$ cat src/pkg/rtui_pkg.sv
// constants of the rtc timer, update and alarm interrupt block
`default_nettype none
package rtui_pkg;
    // clock and time base
    localparam int unsigned CLK_HZ = 100_000_000;
    localparam int unsigned CLK_MHZ = 100;
    localparam int unsigned TICK_HZ = 4096;
    localparam int unsigned TICK_CYC = CLK_HZ / TICK_HZ;
    // first period offset for the fastest tick, least time
    localparam int unsigned START_DLY_NS = 61000;
    localparam int unsigned START_DLY_CYC = (START_DLY_NS * CLK_MHZ + 999) / 1000;
    // countdown pulse hold times
    localparam int unsigned CD_HOLD_FAST_NS = 122000;
    localparam int unsigned CD_HOLD_FAST_CYC = CD_HOLD_FAST_NS * CLK_MHZ / 1000;
    localparam int unsigned CD_HOLD_SLOW_NS = 7_813_000;
    localparam int unsigned CD_HOLD_SLOW_CYC = CD_HOLD_SLOW_NS * CLK_MHZ / 1000;
    // update pulse hold times
    localparam int unsigned UPD_HOLD_SEC_US = 500_000;
    localparam int unsigned UPD_HOLD_SEC_CYC = UPD_HOLD_SEC_US * CLK_MHZ;
    localparam int unsigned UPD_HOLD_MIN_US = 15_600;
    localparam int unsigned UPD_HOLD_MIN_CYC = UPD_HOLD_MIN_US * CLK_MHZ;
    // register offsets
    localparam logic [4:0] REG_SECONDS = 5'h00;
    localparam logic [4:0] REG_MINUTES = 5'h01;
    localparam logic [4:0] REG_HOURS = 5'h02;
    localparam logic [4:0] REG_DATE = 5'h03;
    localparam logic [4:0] REG_ALM_MIN = 5'h04;
    localparam logic [4:0] REG_ALM_HOUR = 5'h05;
    localparam logic [4:0] REG_ALM_DATE = 5'h06;
    localparam logic [4:0] REG_PRESET_LO = 5'h07;
    localparam logic [4:0] REG_PRESET_HI = 5'h08;
    localparam logic [4:0] REG_STATUS = 5'h09;
    localparam logic [4:0] REG_CTRL1 = 5'h0a;
    localparam logic [4:0] REG_CTRL2 = 5'h0b;
    localparam logic [4:0] REG_COUNT_LO = 5'h0c;
    localparam logic [4:0] REG_COUNT_HI = 5'h0d;
    // field positions
    localparam int unsigned ST_COUNTDOWN = 0;
    localparam int unsigned ST_UPDATE = 1;
    localparam int unsigned ST_ALARM = 2;
    localparam int unsigned C1_RUN = 2;
    localparam int unsigned C1_UPD_SEL = 4;
    localparam int unsigned C1_STOP = 7;
    localparam int unsigned C2_CD_IE = 0;
    localparam int unsigned C2_UPD_IE = 1;
    localparam int unsigned C2_ALM_IE = 2;
    localparam int unsigned C2_UPD_GATE = 3;
    localparam int unsigned C2_ALM_GATE = 4;
    localparam int unsigned C2_SYNC = 5;
    localparam int unsigned ALM_OFF = 7;
    // tick codes, reset values, counter limits and countdown states
    localparam logic [1:0] TICK_4096 = 2'h0;
    localparam logic [1:0] TICK_64 = 2'h1;
    localparam logic [1:0] TICK_1 = 2'h2;
    localparam logic [1:0] TICK_MIN = 2'h3;
    localparam logic [4:0] DATE_RESET = 5'h01;
    localparam logic [5:0] SEC_MAX = 6'h3b;
    localparam logic [4:0] HOUR_MAX = 5'h17;
    localparam logic [4:0] DATE_MAX = 5'h1f;
    typedef enum logic [1:0] {
        RTUI_CD_IDLE = 2'b00,
        RTUI_CD_DELAY = 2'b01,
        RTUI_CD_COUNT = 2'b11
    } rtui_cd_state_t;
endpackage : rtui_pkg
`default_nettype wire

$ cat src/rtui_irq_core.sv
// rtc countdown, periodic update and alarm interrupt logic
`timescale 1ns/1ps
`default_nettype none
module rtui_irq_core #(
    parameter int unsigned TICK_CYC = rtui_pkg::TICK_CYC,
    parameter int unsigned START_DLY_CYC = rtui_pkg::START_DLY_CYC,
    parameter int unsigned CD_HOLD_FAST_CYC = rtui_pkg::CD_HOLD_FAST_CYC,
    parameter int unsigned CD_HOLD_SLOW_CYC = rtui_pkg::CD_HOLD_SLOW_CYC,
    parameter int unsigned UPD_HOLD_SEC_CYC = rtui_pkg::UPD_HOLD_SEC_CYC,
    parameter int unsigned UPD_HOLD_MIN_CYC = rtui_pkg::UPD_HOLD_MIN_CYC
) (
    // clock and reset
    input wire logic ref_clk,
    input wire logic rst,
    // register port
    input wire logic [4:0] reg_addr,
    input wire logic [7:0] reg_wdata,
    input wire logic reg_wr,
    input wire logic reg_rd,
    output logic [7:0] reg_rdata,
    // external event input
    input wire logic ext_event_pin,
    // open drain interrupt
    output logic irq_n_out,
    output logic irq_n_oe,
    // clock output gating
    output logic update_pulse,
    output logic alarm_pulse,
    output logic clk_out_req
);
    // time base
    logic [31:0] base_cnt;
    logic [11:0] sub_cnt;
    logic [5:0] sec;
    logic [5:0] minute;
    logic [4:0] hour;
    logic [4:0] date;
    // configuration
    logic [7:0] alm_min;
    logic [7:0] alm_hour;
    logic [7:0] alm_date;
    logic [11:0] preset;
    logic [7:0] ctrl1;
    logic [7:0] ctrl2;
    // countdown
    rtui_pkg::rtui_cd_state_t cd_state;
    rtui_pkg::rtui_cd_state_t next_cd_state;
    logic [12:0] cd_count;
    logic [12:0] next_cd_count;
    logic [31:0] dly_cnt;
    // flags and pulses
    logic countdown_flag;
    logic update_flag;
    logic alarm_flag;
    logic cd_low;
    logic upd_low;
    logic [31:0] cd_hold;
    logic [31:0] upd_hold;
    logic min_tick_d;
    logic ext_prev;

    // field decode
    wire logic [1:0] tick_rate_sel = ctrl1[1:0];
    wire logic countdown_run = ctrl1[rtui_pkg::C1_RUN];
    wire logic update_period_sel = ctrl1[rtui_pkg::C1_UPD_SEL];
    wire logic clock_stop = ctrl1[rtui_pkg::C1_STOP];
    wire logic countdown_irq_en = ctrl2[rtui_pkg::C2_CD_IE];
    wire logic update_irq_en = ctrl2[rtui_pkg::C2_UPD_IE];
    wire logic alarm_irq_en = ctrl2[rtui_pkg::C2_ALM_IE];
    wire logic update_clk_gate_en = ctrl2[rtui_pkg::C2_UPD_GATE];
    wire logic alarm_clk_gate_en = ctrl2[rtui_pkg::C2_ALM_GATE];
    wire logic event_sync_en = ctrl2[rtui_pkg::C2_SYNC];
    wire logic minute_match_off = alm_min[rtui_pkg::ALM_OFF];
    wire logic hour_match_off = alm_hour[rtui_pkg::ALM_OFF];
    wire logic date_match_off = alm_date[rtui_pkg::ALM_OFF];

    // write decode
    // strobe and address are arguments so continuous users re-evaluate on them
    function automatic logic wr_hit(input logic we, input logic [4:0] ad, input logic [4:0] a);
        wr_hit = we && (ad == a);
    endfunction : wr_hit

    wire logic wr_sec = wr_hit(reg_wr, reg_addr, rtui_pkg::REG_SECONDS);
    wire logic wr_min = wr_hit(reg_wr, reg_addr, rtui_pkg::REG_MINUTES);
    wire logic wr_hour = wr_hit(reg_wr, reg_addr, rtui_pkg::REG_HOURS);
    wire logic wr_date = wr_hit(reg_wr, reg_addr, rtui_pkg::REG_DATE);
    wire logic wr_status = wr_hit(reg_wr, reg_addr, rtui_pkg::REG_STATUS);

    // divider restart on seconds write or synchronising event
    wire logic ext_rise = ext_event_pin && !ext_prev;
    wire logic div_restart = wr_sec || (event_sync_en && ext_rise);
    wire logic base_tick = !clock_stop && (base_cnt == TICK_CYC - 1);
    wire logic tick_64 = base_tick && (sub_cnt[5:0] == 6'h3f);
    wire logic sec_tick = base_tick && (sub_cnt == 12'hfff);
    wire logic min_tick = sec_tick && (sec == rtui_pkg::SEC_MAX);
    wire logic hour_tick = min_tick && (minute == rtui_pkg::SEC_MAX);
    wire logic day_tick = hour_tick && (hour == rtui_pkg::HOUR_MAX);

    // selected countdown tick
    logic cd_tick;
    always_comb begin
        case (tick_rate_sel)
            rtui_pkg::TICK_4096: cd_tick = base_tick;
            rtui_pkg::TICK_64: cd_tick = tick_64;
            rtui_pkg::TICK_1: cd_tick = sec_tick;
            rtui_pkg::TICK_MIN: cd_tick = min_tick;
            default: cd_tick = 1'b0;
        endcase
    end

    always_ff @(posedge ref_clk) begin
        if (rst || div_restart || clock_stop || base_tick) begin
            base_cnt <= 32'h0;
        end else begin
            base_cnt <= base_cnt + 32'h1;
        end
    end

    always_ff @(posedge ref_clk) begin
        if (rst || div_restart || clock_stop) begin
            sub_cnt <= 12'h000;
        end else if (base_tick) begin
            sub_cnt <= sub_cnt + 12'h001;
        end
    end

    // time counters, a write wins over the increment
    always_ff @(posedge ref_clk) begin
        if (rst) begin
            sec <= 6'h00;
        end else if (wr_sec) begin
            sec <= reg_wdata[5:0];
        end else if (min_tick) begin
            sec <= 6'h00;
        end else if (sec_tick) begin
            sec <= sec + 6'h01;
        end
    end

    always_ff @(posedge ref_clk) begin
        if (rst) begin
            minute <= 6'h00;
        end else if (wr_min) begin
            minute <= reg_wdata[5:0];
        end else if (hour_tick) begin
            minute <= 6'h00;
        end else if (min_tick) begin
            minute <= minute + 6'h01;
        end
    end

    always_ff @(posedge ref_clk) begin
        if (rst) begin
            hour <= 5'h00;
        end else if (wr_hour) begin
            hour <= reg_wdata[4:0];
        end else if (day_tick) begin
            hour <= 5'h00;
        end else if (hour_tick) begin
            hour <= hour + 5'h01;
        end
    end

    always_ff @(posedge ref_clk) begin
        if (rst) begin
            date <= rtui_pkg::DATE_RESET;
        end else if (wr_date) begin
            date <= reg_wdata[4:0];
        end else if (day_tick && date == rtui_pkg::DATE_MAX) begin
            date <= rtui_pkg::DATE_RESET;
        end else if (day_tick) begin
            date <= date + 5'h01;
        end
    end

    // configuration registers
    always_ff @(posedge ref_clk) begin
        if (rst) begin
            alm_min <= 8'h00;
            alm_hour <= 8'h00;
            alm_date <= 8'h00;
            preset <= 12'h000;
            ctrl1 <= 8'h00;
            ctrl2 <= 8'h00;
            ext_prev <= 1'b0;
        end else begin
            ext_prev <= ext_event_pin;
            if (wr_hit(reg_wr, reg_addr, rtui_pkg::REG_ALM_MIN)) alm_min <= reg_wdata;
            if (wr_hit(reg_wr, reg_addr, rtui_pkg::REG_ALM_HOUR)) alm_hour <= reg_wdata;
            if (wr_hit(reg_wr, reg_addr, rtui_pkg::REG_ALM_DATE)) alm_date <= reg_wdata;
            if (wr_hit(reg_wr, reg_addr, rtui_pkg::REG_PRESET_LO)) preset[7:0] <= reg_wdata;
            if (wr_hit(reg_wr, reg_addr, rtui_pkg::REG_PRESET_HI)) preset[11:8] <= reg_wdata[3:0];
            if (wr_hit(reg_wr, reg_addr, rtui_pkg::REG_CTRL1)) ctrl1 <= reg_wdata;
            if (wr_hit(reg_wr, reg_addr, rtui_pkg::REG_CTRL2)) ctrl2 <= reg_wdata;
        end
    end

    // countdown state machine
    wire logic cd_start = countdown_run && (preset != 12'h000);
    wire logic dly_done = (dly_cnt == START_DLY_CYC - 1);
    wire logic cd_event = (cd_state == rtui_pkg::RTUI_CD_COUNT) && cd_tick && (cd_count == 13'h0001);

    always_comb begin
        next_cd_state = cd_state;
        next_cd_count = cd_count;
        case (cd_state)
            rtui_pkg::RTUI_CD_IDLE: begin
                if (cd_start) begin
                    // one spare tick keeps the first period between n and n+1
                    next_cd_count = {1'b0, preset} + 13'h0001;
                    if (tick_rate_sel == rtui_pkg::TICK_4096) begin
                        next_cd_state = rtui_pkg::RTUI_CD_DELAY;
                    end else begin
                        next_cd_state = rtui_pkg::RTUI_CD_COUNT;
                    end
                end
            end
            rtui_pkg::RTUI_CD_DELAY: begin
                if (dly_done) next_cd_state = rtui_pkg::RTUI_CD_COUNT;
            end
            rtui_pkg::RTUI_CD_COUNT: begin
                if (cd_event) begin
                    next_cd_count = {1'b0, preset};
                end else if (cd_tick) begin
                    next_cd_count = cd_count - 13'h0001;
                end
            end
            default: next_cd_state = rtui_pkg::RTUI_CD_IDLE;
        endcase
        if (!countdown_run) begin
            next_cd_state = rtui_pkg::RTUI_CD_IDLE;
        end
    end

    always_ff @(posedge ref_clk) begin
        if (rst) begin
            cd_state <= rtui_pkg::RTUI_CD_IDLE;
            cd_count <= 13'h0000;
            dly_cnt <= 32'h0;
        end else begin
            cd_state <= next_cd_state;
            cd_count <= next_cd_count;
            dly_cnt <= (cd_state == rtui_pkg::RTUI_CD_DELAY) ? dly_cnt + 32'h1 : 32'h0;
        end
    end

    // update and alarm events
    wire logic upd_event = update_period_sel ? min_tick : sec_tick;
    wire logic upd_fire = upd_event && update_irq_en;

    function automatic logic alarm_match(input logic [7:0] mi, input logic [7:0] hr, input logic [7:0] dt,
                                         input logic [5:0] m, input logic [4:0] h, input logic [4:0] d);
        logic m_ok;
        logic h_ok;
        logic d_ok;
        m_ok = mi[7] || (mi[5:0] == m);
        h_ok = hr[7] || (hr[4:0] == h);
        d_ok = dt[7] || ((dt[4:0] == d) && (dt[4:0] != 5'h00));
        alarm_match = m_ok && h_ok && d_ok;
    endfunction : alarm_match

    // checked one cycle after the minute step, on the new time
    wire logic all_off = minute_match_off && hour_match_off && date_match_off;
    wire logic alm_event = min_tick_d && (all_off || alarm_match(alm_min, alm_hour, alm_date,
                                                                  minute, hour, date));

    // flags: hardware set wins over a software clear in the same cycle
    wire logic clr_cd = wr_status && !reg_wdata[rtui_pkg::ST_COUNTDOWN];
    wire logic clr_upd = wr_status && !reg_wdata[rtui_pkg::ST_UPDATE];
    wire logic clr_alm = wr_status && !reg_wdata[rtui_pkg::ST_ALARM];
    wire logic next_countdown_flag = cd_event || (countdown_flag && !clr_cd);
    wire logic next_update_flag = upd_fire || (update_flag && !clr_upd);
    wire logic next_alarm_flag = alm_event || (alarm_flag && !clr_alm);

    // pulse hold lengths
    wire logic [31:0] cd_hold_len = (tick_rate_sel == rtui_pkg::TICK_4096) ?
                                    32'(CD_HOLD_FAST_CYC) : 32'(CD_HOLD_SLOW_CYC);
    wire logic [31:0] upd_hold_len = update_period_sel ? 32'(UPD_HOLD_MIN_CYC) : 32'(UPD_HOLD_SEC_CYC);
    wire logic cd_hold_done = (cd_hold == cd_hold_len - 32'h1);
    wire logic upd_hold_done = (upd_hold == upd_hold_len - 32'h1);

    wire logic next_cd_low = (cd_event && countdown_irq_en) ||
                             (cd_low && !cd_hold_done && next_countdown_flag && countdown_irq_en);
    wire logic next_upd_low = upd_fire ||
                              (upd_low && !upd_hold_done && next_update_flag && update_irq_en);
    wire logic next_alm_low = next_alarm_flag && alarm_irq_en;
    wire logic next_irq_low = next_cd_low || next_upd_low || next_alm_low;

    always_ff @(posedge ref_clk) begin
        if (rst) begin
            countdown_flag <= 1'b0;
            update_flag <= 1'b0;
            alarm_flag <= 1'b0;
            min_tick_d <= 1'b0;
        end else begin
            countdown_flag <= next_countdown_flag;
            update_flag <= next_update_flag;
            alarm_flag <= next_alarm_flag;
            min_tick_d <= min_tick;
        end
    end

    always_ff @(posedge ref_clk) begin
        if (rst) begin
            cd_low <= 1'b0;
            upd_low <= 1'b0;
            cd_hold <= 32'h0;
            upd_hold <= 32'h0;
        end else begin
            cd_low <= next_cd_low;
            upd_low <= next_upd_low;
            cd_hold <= (cd_event || !cd_low) ? 32'h0 : cd_hold + 32'h1;
            upd_hold <= (upd_fire || !upd_low) ? 32'h0 : upd_hold + 32'h1;
        end
    end

    // pin and gating outputs
    always_ff @(posedge ref_clk) begin
        if (rst) begin
            irq_n_out <= 1'b0;
            irq_n_oe <= 1'b0;
            update_pulse <= 1'b0;
            alarm_pulse <= 1'b0;
            clk_out_req <= 1'b0;
        end else begin
            irq_n_out <= 1'b0;
            irq_n_oe <= next_irq_low;
            update_pulse <= next_upd_low;
            alarm_pulse <= next_alm_low;
            clk_out_req <= (next_upd_low && update_clk_gate_en) || (next_alm_low && alarm_clk_gate_en);
        end
    end

    // read mux
    logic [7:0] rd_mux;
    always_comb begin
        case (reg_addr)
            rtui_pkg::REG_SECONDS: rd_mux = {2'h0, sec};
            rtui_pkg::REG_MINUTES: rd_mux = {2'h0, minute};
            rtui_pkg::REG_HOURS: rd_mux = {3'h0, hour};
            rtui_pkg::REG_DATE: rd_mux = {3'h0, date};
            rtui_pkg::REG_ALM_MIN: rd_mux = alm_min;
            rtui_pkg::REG_ALM_HOUR: rd_mux = alm_hour;
            rtui_pkg::REG_ALM_DATE: rd_mux = alm_date;
            rtui_pkg::REG_PRESET_LO: rd_mux = preset[7:0];
            rtui_pkg::REG_PRESET_HI: rd_mux = {4'h0, preset[11:8]};
            rtui_pkg::REG_STATUS: rd_mux = {5'h00, alarm_flag, update_flag, countdown_flag};
            rtui_pkg::REG_CTRL1: rd_mux = ctrl1;
            rtui_pkg::REG_CTRL2: rd_mux = ctrl2;
            rtui_pkg::REG_COUNT_LO: rd_mux = cd_count[7:0];
            rtui_pkg::REG_COUNT_HI: rd_mux = {3'h0, cd_count[12:8]};
            default: rd_mux = 8'h00;
        endcase
    end

    always_ff @(posedge ref_clk) begin
        if (rst) begin
            reg_rdata <= 8'h00;
        end else begin
            reg_rdata <= reg_rd ? rd_mux : 8'h00;
        end
    end
endmodule : rtui_irq_core
`default_nettype wire

$ cat config.mk
export PLATFORM = sky130hd
export DESIGN_NAME = rtui_irq_core
export DESIGN_NICKNAME = d
export VERILOG_FILES = /design/src/pkg/rtui_pkg.sv /design/src/rtui_irq_core.sv
export SDC_FILE = /design/constraint.sdc
export NUM_CORES = 1
export LEC_CHECK = 0
export BUFFER_PORTS_ARGS = -buffer_cell sky130_fd_sc_hd__buf_2
export CAP_MARGIN = 20
export CORE_ASPECT_RATIO = 0.9
export CORE_UTILIZATION = 35
export DETAILED_ROUTE_END_ITERATION = 8
export PLACE_DENSITY_LB_ADDON = 0.1
export SLEW_MARGIN = 20
export SYNTH_ARGS = -nofsm -noshare
export SYNTH_HDL_FRONTEND = slang
export SYNTH_SLANG_ARGS = --single-unit
export TNS_END_PERCENT = 20
$ cat constraint.sdc
create_clock -name ref_clk -period 2.7 [get_ports ref_clk]
set_input_delay 0.27 -clock ref_clk [delete_from_list [all_inputs] [get_ports ref_clk]]
set_output_delay 0.27 -clock ref_clk [all_outputs]
set_load 0.02 [all_outputs]
==> load_flow_metrics.sql <==
INSERT INTO impl_metrics (metric_group, metric, value, unit) VALUES
('logic_synthesis', 'yosys_register_bits', '247', ''),
('logic_synthesis', 'synth.yosys.warnings', '0', ''),
('layout', 'final.fill_count', '3533', ''),
('placed_design', 'dp_hpwl', '24.4', 'mm'),
('worst_setup_path', 'start_kind', 'flop', ''),
('run', 'maxCapViolations', '0', ''),
('min_path', 'timing.hold.worst.start', 'reg_wdata[6]', ''),
('logic_synthesis', 'synth_sequential_area_ratio', '41.0', '%'),
('logic_synthesis', 'post_synth_num_cell_types', '69', ''),
('sta', 'number_of_max_slew_violations_in_the_final_report', '0', ''),
('power_and_ir_drop', 'cellLeakagePower', '0.00463', 'uW'),
('logic_synthesis', 'synth_fp_nets', '1538', ''),
('logic_synthesis', 'syn_area', '0.0121', 'sq mm'),
('worst_setup_path', 'crit-reg2reg-launch', 'preset[1]$_SDFFE_PP0P_', ''),
('route', 'antenna_violating_nets_post_route', '0', ''),
('layout', 'layout.cells.non_filler', '2034', ''),
('layout', 'layout_commonest_cell', 'dfxtp_1', ''),
('power_and_ir_drop', 'max-vdd-ir-drop', '0.419', 'mV'),
('route', 'totalWireLength', '35.1', 'mm'),
('placed_design', 'routabilityCongestion', '0.905', ''),
('worst_setup_path', 'crit_path_largest_cell_delay', '450', 'ps'),
('worst_setup_path', 'crit_path_max_fanout', '27', ''),
('sta', 'period_minus_slack', '2580', 'ps'),
('die', 'floorplan_die_height', '178', 'um'),
('die', 'rows', '64', ''),
('placed_design', 'port-buffer-count', '29', ''),
('layout', 'ff_latch_area', '0.00494', 'sq mm'),
('die', 'die_width', '198', 'um'),
('worst_setup_path', 'critPathRequiredTime', '3130', 'ps'),
('die', 'core', '0.0340', 'sq mm'),
('min_path', 'min_path_cells', '3', ''),
('die', 'floorplan.initialDensity', '35.6', '%'),
('cts', 'tritoncts', 'done', ''),
('worst_setup_path', 'rr_endpoint', 'cd_count[7]$_SDFFE_PP0P_', ''),
('layout', 'net_count_final', '1586', ''),
('logic_synthesis', 'synth_area_leaders', 'dfxtp_1 41%, nor2_1 6.7%, xor2_1 6.6%', ''),
('sta', 'max_freq', '387', 'MHz'),
('logic_synthesis', 'async_reset_ff_share', '0', '%'),
('grt', 'grt.total_usage', '20.4', '%'),
('cts', 'cts_sinks', '247', ''),
('route', 'route.vias.total', '10900', ''),
('layout', 'mostFrequentLayoutCells', '247 x dfxtp_1, 216 x nor2_1, 169 x nand2_1', ''),
('status', 'status', 'finished clean', ''),
('worst_setup_path', 'worst-r2r-cell-count', '11', ''),
('sta', 'layout_worst_path_cycle_share', '95.7', '%'),
('die', 'dieArea', '0.0352', 'sq mm'),
('grt', 'number_of_global_route_vias_before_repair', '10300', ''),
('layout', 'flow.area_growth_from_synthesis', '16.2', '%'),
('logic_synthesis', 'yosys.area.top_type', 'dfxtp_1', ''),
('worst_setup_path', 'critPathLaunch', 'preset[1]$_SDFFE_PP0P_', ''),
('placed_design', 'detailed_place.area', '0.0130', 'sq mm'),
('worst_setup_path', 'setup.worst_path.class', 'flop to flop', ''),
('cts', 'root_buffer', 'clkbuf_16', ''),
('worst_setup_path', 'worst_ep_arrival_time', '3010', 'ps'),
('cts', 'htree_num_levels', '1', ''),
('route', 'route.detailed.wl_per_inst', '17.3', 'um'),
('grt', 'globalRoute.totalOverflow', '0', ''),
('power_and_ir_drop', 'total_power_per_unit_cell_area', '565', 'mW/mm^2'),
('route', 'routed_via_count_divided_by_cell_count', '5.34', ''),
('min_path', 'hold_end', 'alm_hour[6]$_SDFFE_PP0P_', ''),
('die', 'ioPinCount', '31', ''),
('logic_synthesis', 'synth_cells', '1505', ''),
('sta', 'rsz0062_at_grt', 'false', ''),
('grt', 'grt_max_degree', '63', ''),
('logic_synthesis', 'count_of_flip_flops_with_a_built_in_enable_after_synthesis', '0', ''),
('route', 'first_iter_violations', '648', ''),
('layout', 'final_area', '0.0140', 'sq mm'),
('cts', 'postCtsSetupRepairBufs', '0', ''),
('grt', 'global_route_wire_length_before_repair', '56.8', 'mm'),
('placed_design', 'cell_count_after_placement', '1983', ''),
('cts', 'numCtsBuffers', '29', '');
## cell type report
| class | count | area share, % |
|---|---|---|
| sequential | 247 | 35.3 |
| tap | 462 | 4.12 |
| clock buffer | 39 | 5.80 |
| multi-input combinational | 1156 | 48.1 |
| timing repair buffer | 93 | 4.85 |
| inverter | 26 | 0.696 |
| clock inverter | 11 | 1.17 |
## cell families (layout without fill, tap and decap cells)
| kind of cell | count (synthesis) | in the layout | share of synthesized area (%) |
|---|---|---|---|
| AOI/OAI and AO/OA | 238 | 238 | 12.9 |
| xor gates and xnor gates | 142 | 142 | 10.3 |
| adders and majority gates | 15 | 15 | 1.55 |
| buffers and inverters | 102 | 169 | 3.33 |
| DFF | 247 | 247 | 41.0 |
| muxes | 7 | 7 | 0.581 |
| other | 1 | 1 | 0.0311 |
| and+or+nand+nor | 753 | 753 | 30.3 |
## state kept, by name (all words and copies together) (netlist names), 8 cells and up
register and cells:
base_cnt 32, cd_hold 32, dly_cnt 32, upd_hold 32, cd_count 13, preset 12, sub_cnt 12, alm_date 8
alm_hour 8, alm_min 8, ctrl1 8, ctrl2 8, reg_rdata 8
## power breakdown
| group | internal, uW | leakage (uW) | switching (uW) |
|---|---|---|---|
| Clock | 2470 | 0.000476 | 1570 |
| Sequential | 3660 | 0.00199 | 19.4 |
| Combinational | 51.9 | 0.00217 | 148 |
| Total | 6190 | 0.00463 | 1740 |
## per-layer routing
| layer | global-route usage (%) | vias up | share of wire [%] |
|---|---|---|---|
| met1 | 28.6 | 5123 | 49 |
| met5 | 0 | - | 0 |
| met2 | 30.8 | 255 | 42 |
| met3 | 3.50 | 69 | 4.8 |
| li1 | - | 5420 | - |
| met4 | 8.24 | 0 | 3.9 |
## critical path, delay by kind of cell (launching register included)
| family | cells | cell delay, ps |
|---|---|---|
| adder cells (fa/ha/maj) | 1 | 180 |
| buffers and inverters | 3 | 450 |
| AND/OR/NAND/NOR | 2 | 400 |
| flip-flops | 1 | 450 |
| AO/OA/AOI/OAI | 5 | 960 |
## what timing repair did
action,CTS,global route
resized for setup,1,3
endpoints found under the hold margin,1,0
setup endpoints to repair,1,4
hold buffers,1,0
## per-stage QoR
stage,total power [uW],hold slack (ps),worst slack [ps],TNS (ps)
final,7930,33.2,116,0
after global routing,8210,28.0,2.75,0
after CTS,8050,0.711,14.0,0
after detailed placement,3950,429,-110,-110
after global placement,3960,425,-40.0,-40.0
after floorplan,3870,358,245,0
## cell usage after synthesis (all sizes together), types with 3 or more instances
cell type	n
a211oi	8
a21oi	83
a221oi	12
a222oi	4
a22o	6
a22oi	29
a311oi	7
a31oi	17
and2	15
and3	38
and4	11
buf	10
clkbuf	66
dfxtp	247
ha	15
inv	26
mux2i	7
nand2	169
nand2b	3
nand3	132
nand3b	5
nand4	44
nand4b	3
nor2	216
nor2b	9
nor3	38
nor3b	4
nor4	25
nor4b	4
o21ai	42
o221ai	3
o311ai	3
o31ai	7
o41ai	3
or3	17
or3b	5
or4	3
or4b	5
xnor2	51
xor2	91
## how the worst max path moves through the flow
stage | to | slack [ps]
CTS | irq_n_oe$_SDFF_PP0_ | 10
detailed placement | irq_n_oe$_SDFF_PP0_ | -110
finish | cd_count[7]$_SDFFE_PP0P_ | 120
floorplan | cd_count[1]$_SDFFE_PP0P_ | 250
global route | cd_count[7]$_SDFFE_PP0P_ | 3
global placement | irq_n_oe$_SDFF_PP0_ | -40
(Power assumes the default switching activity.)
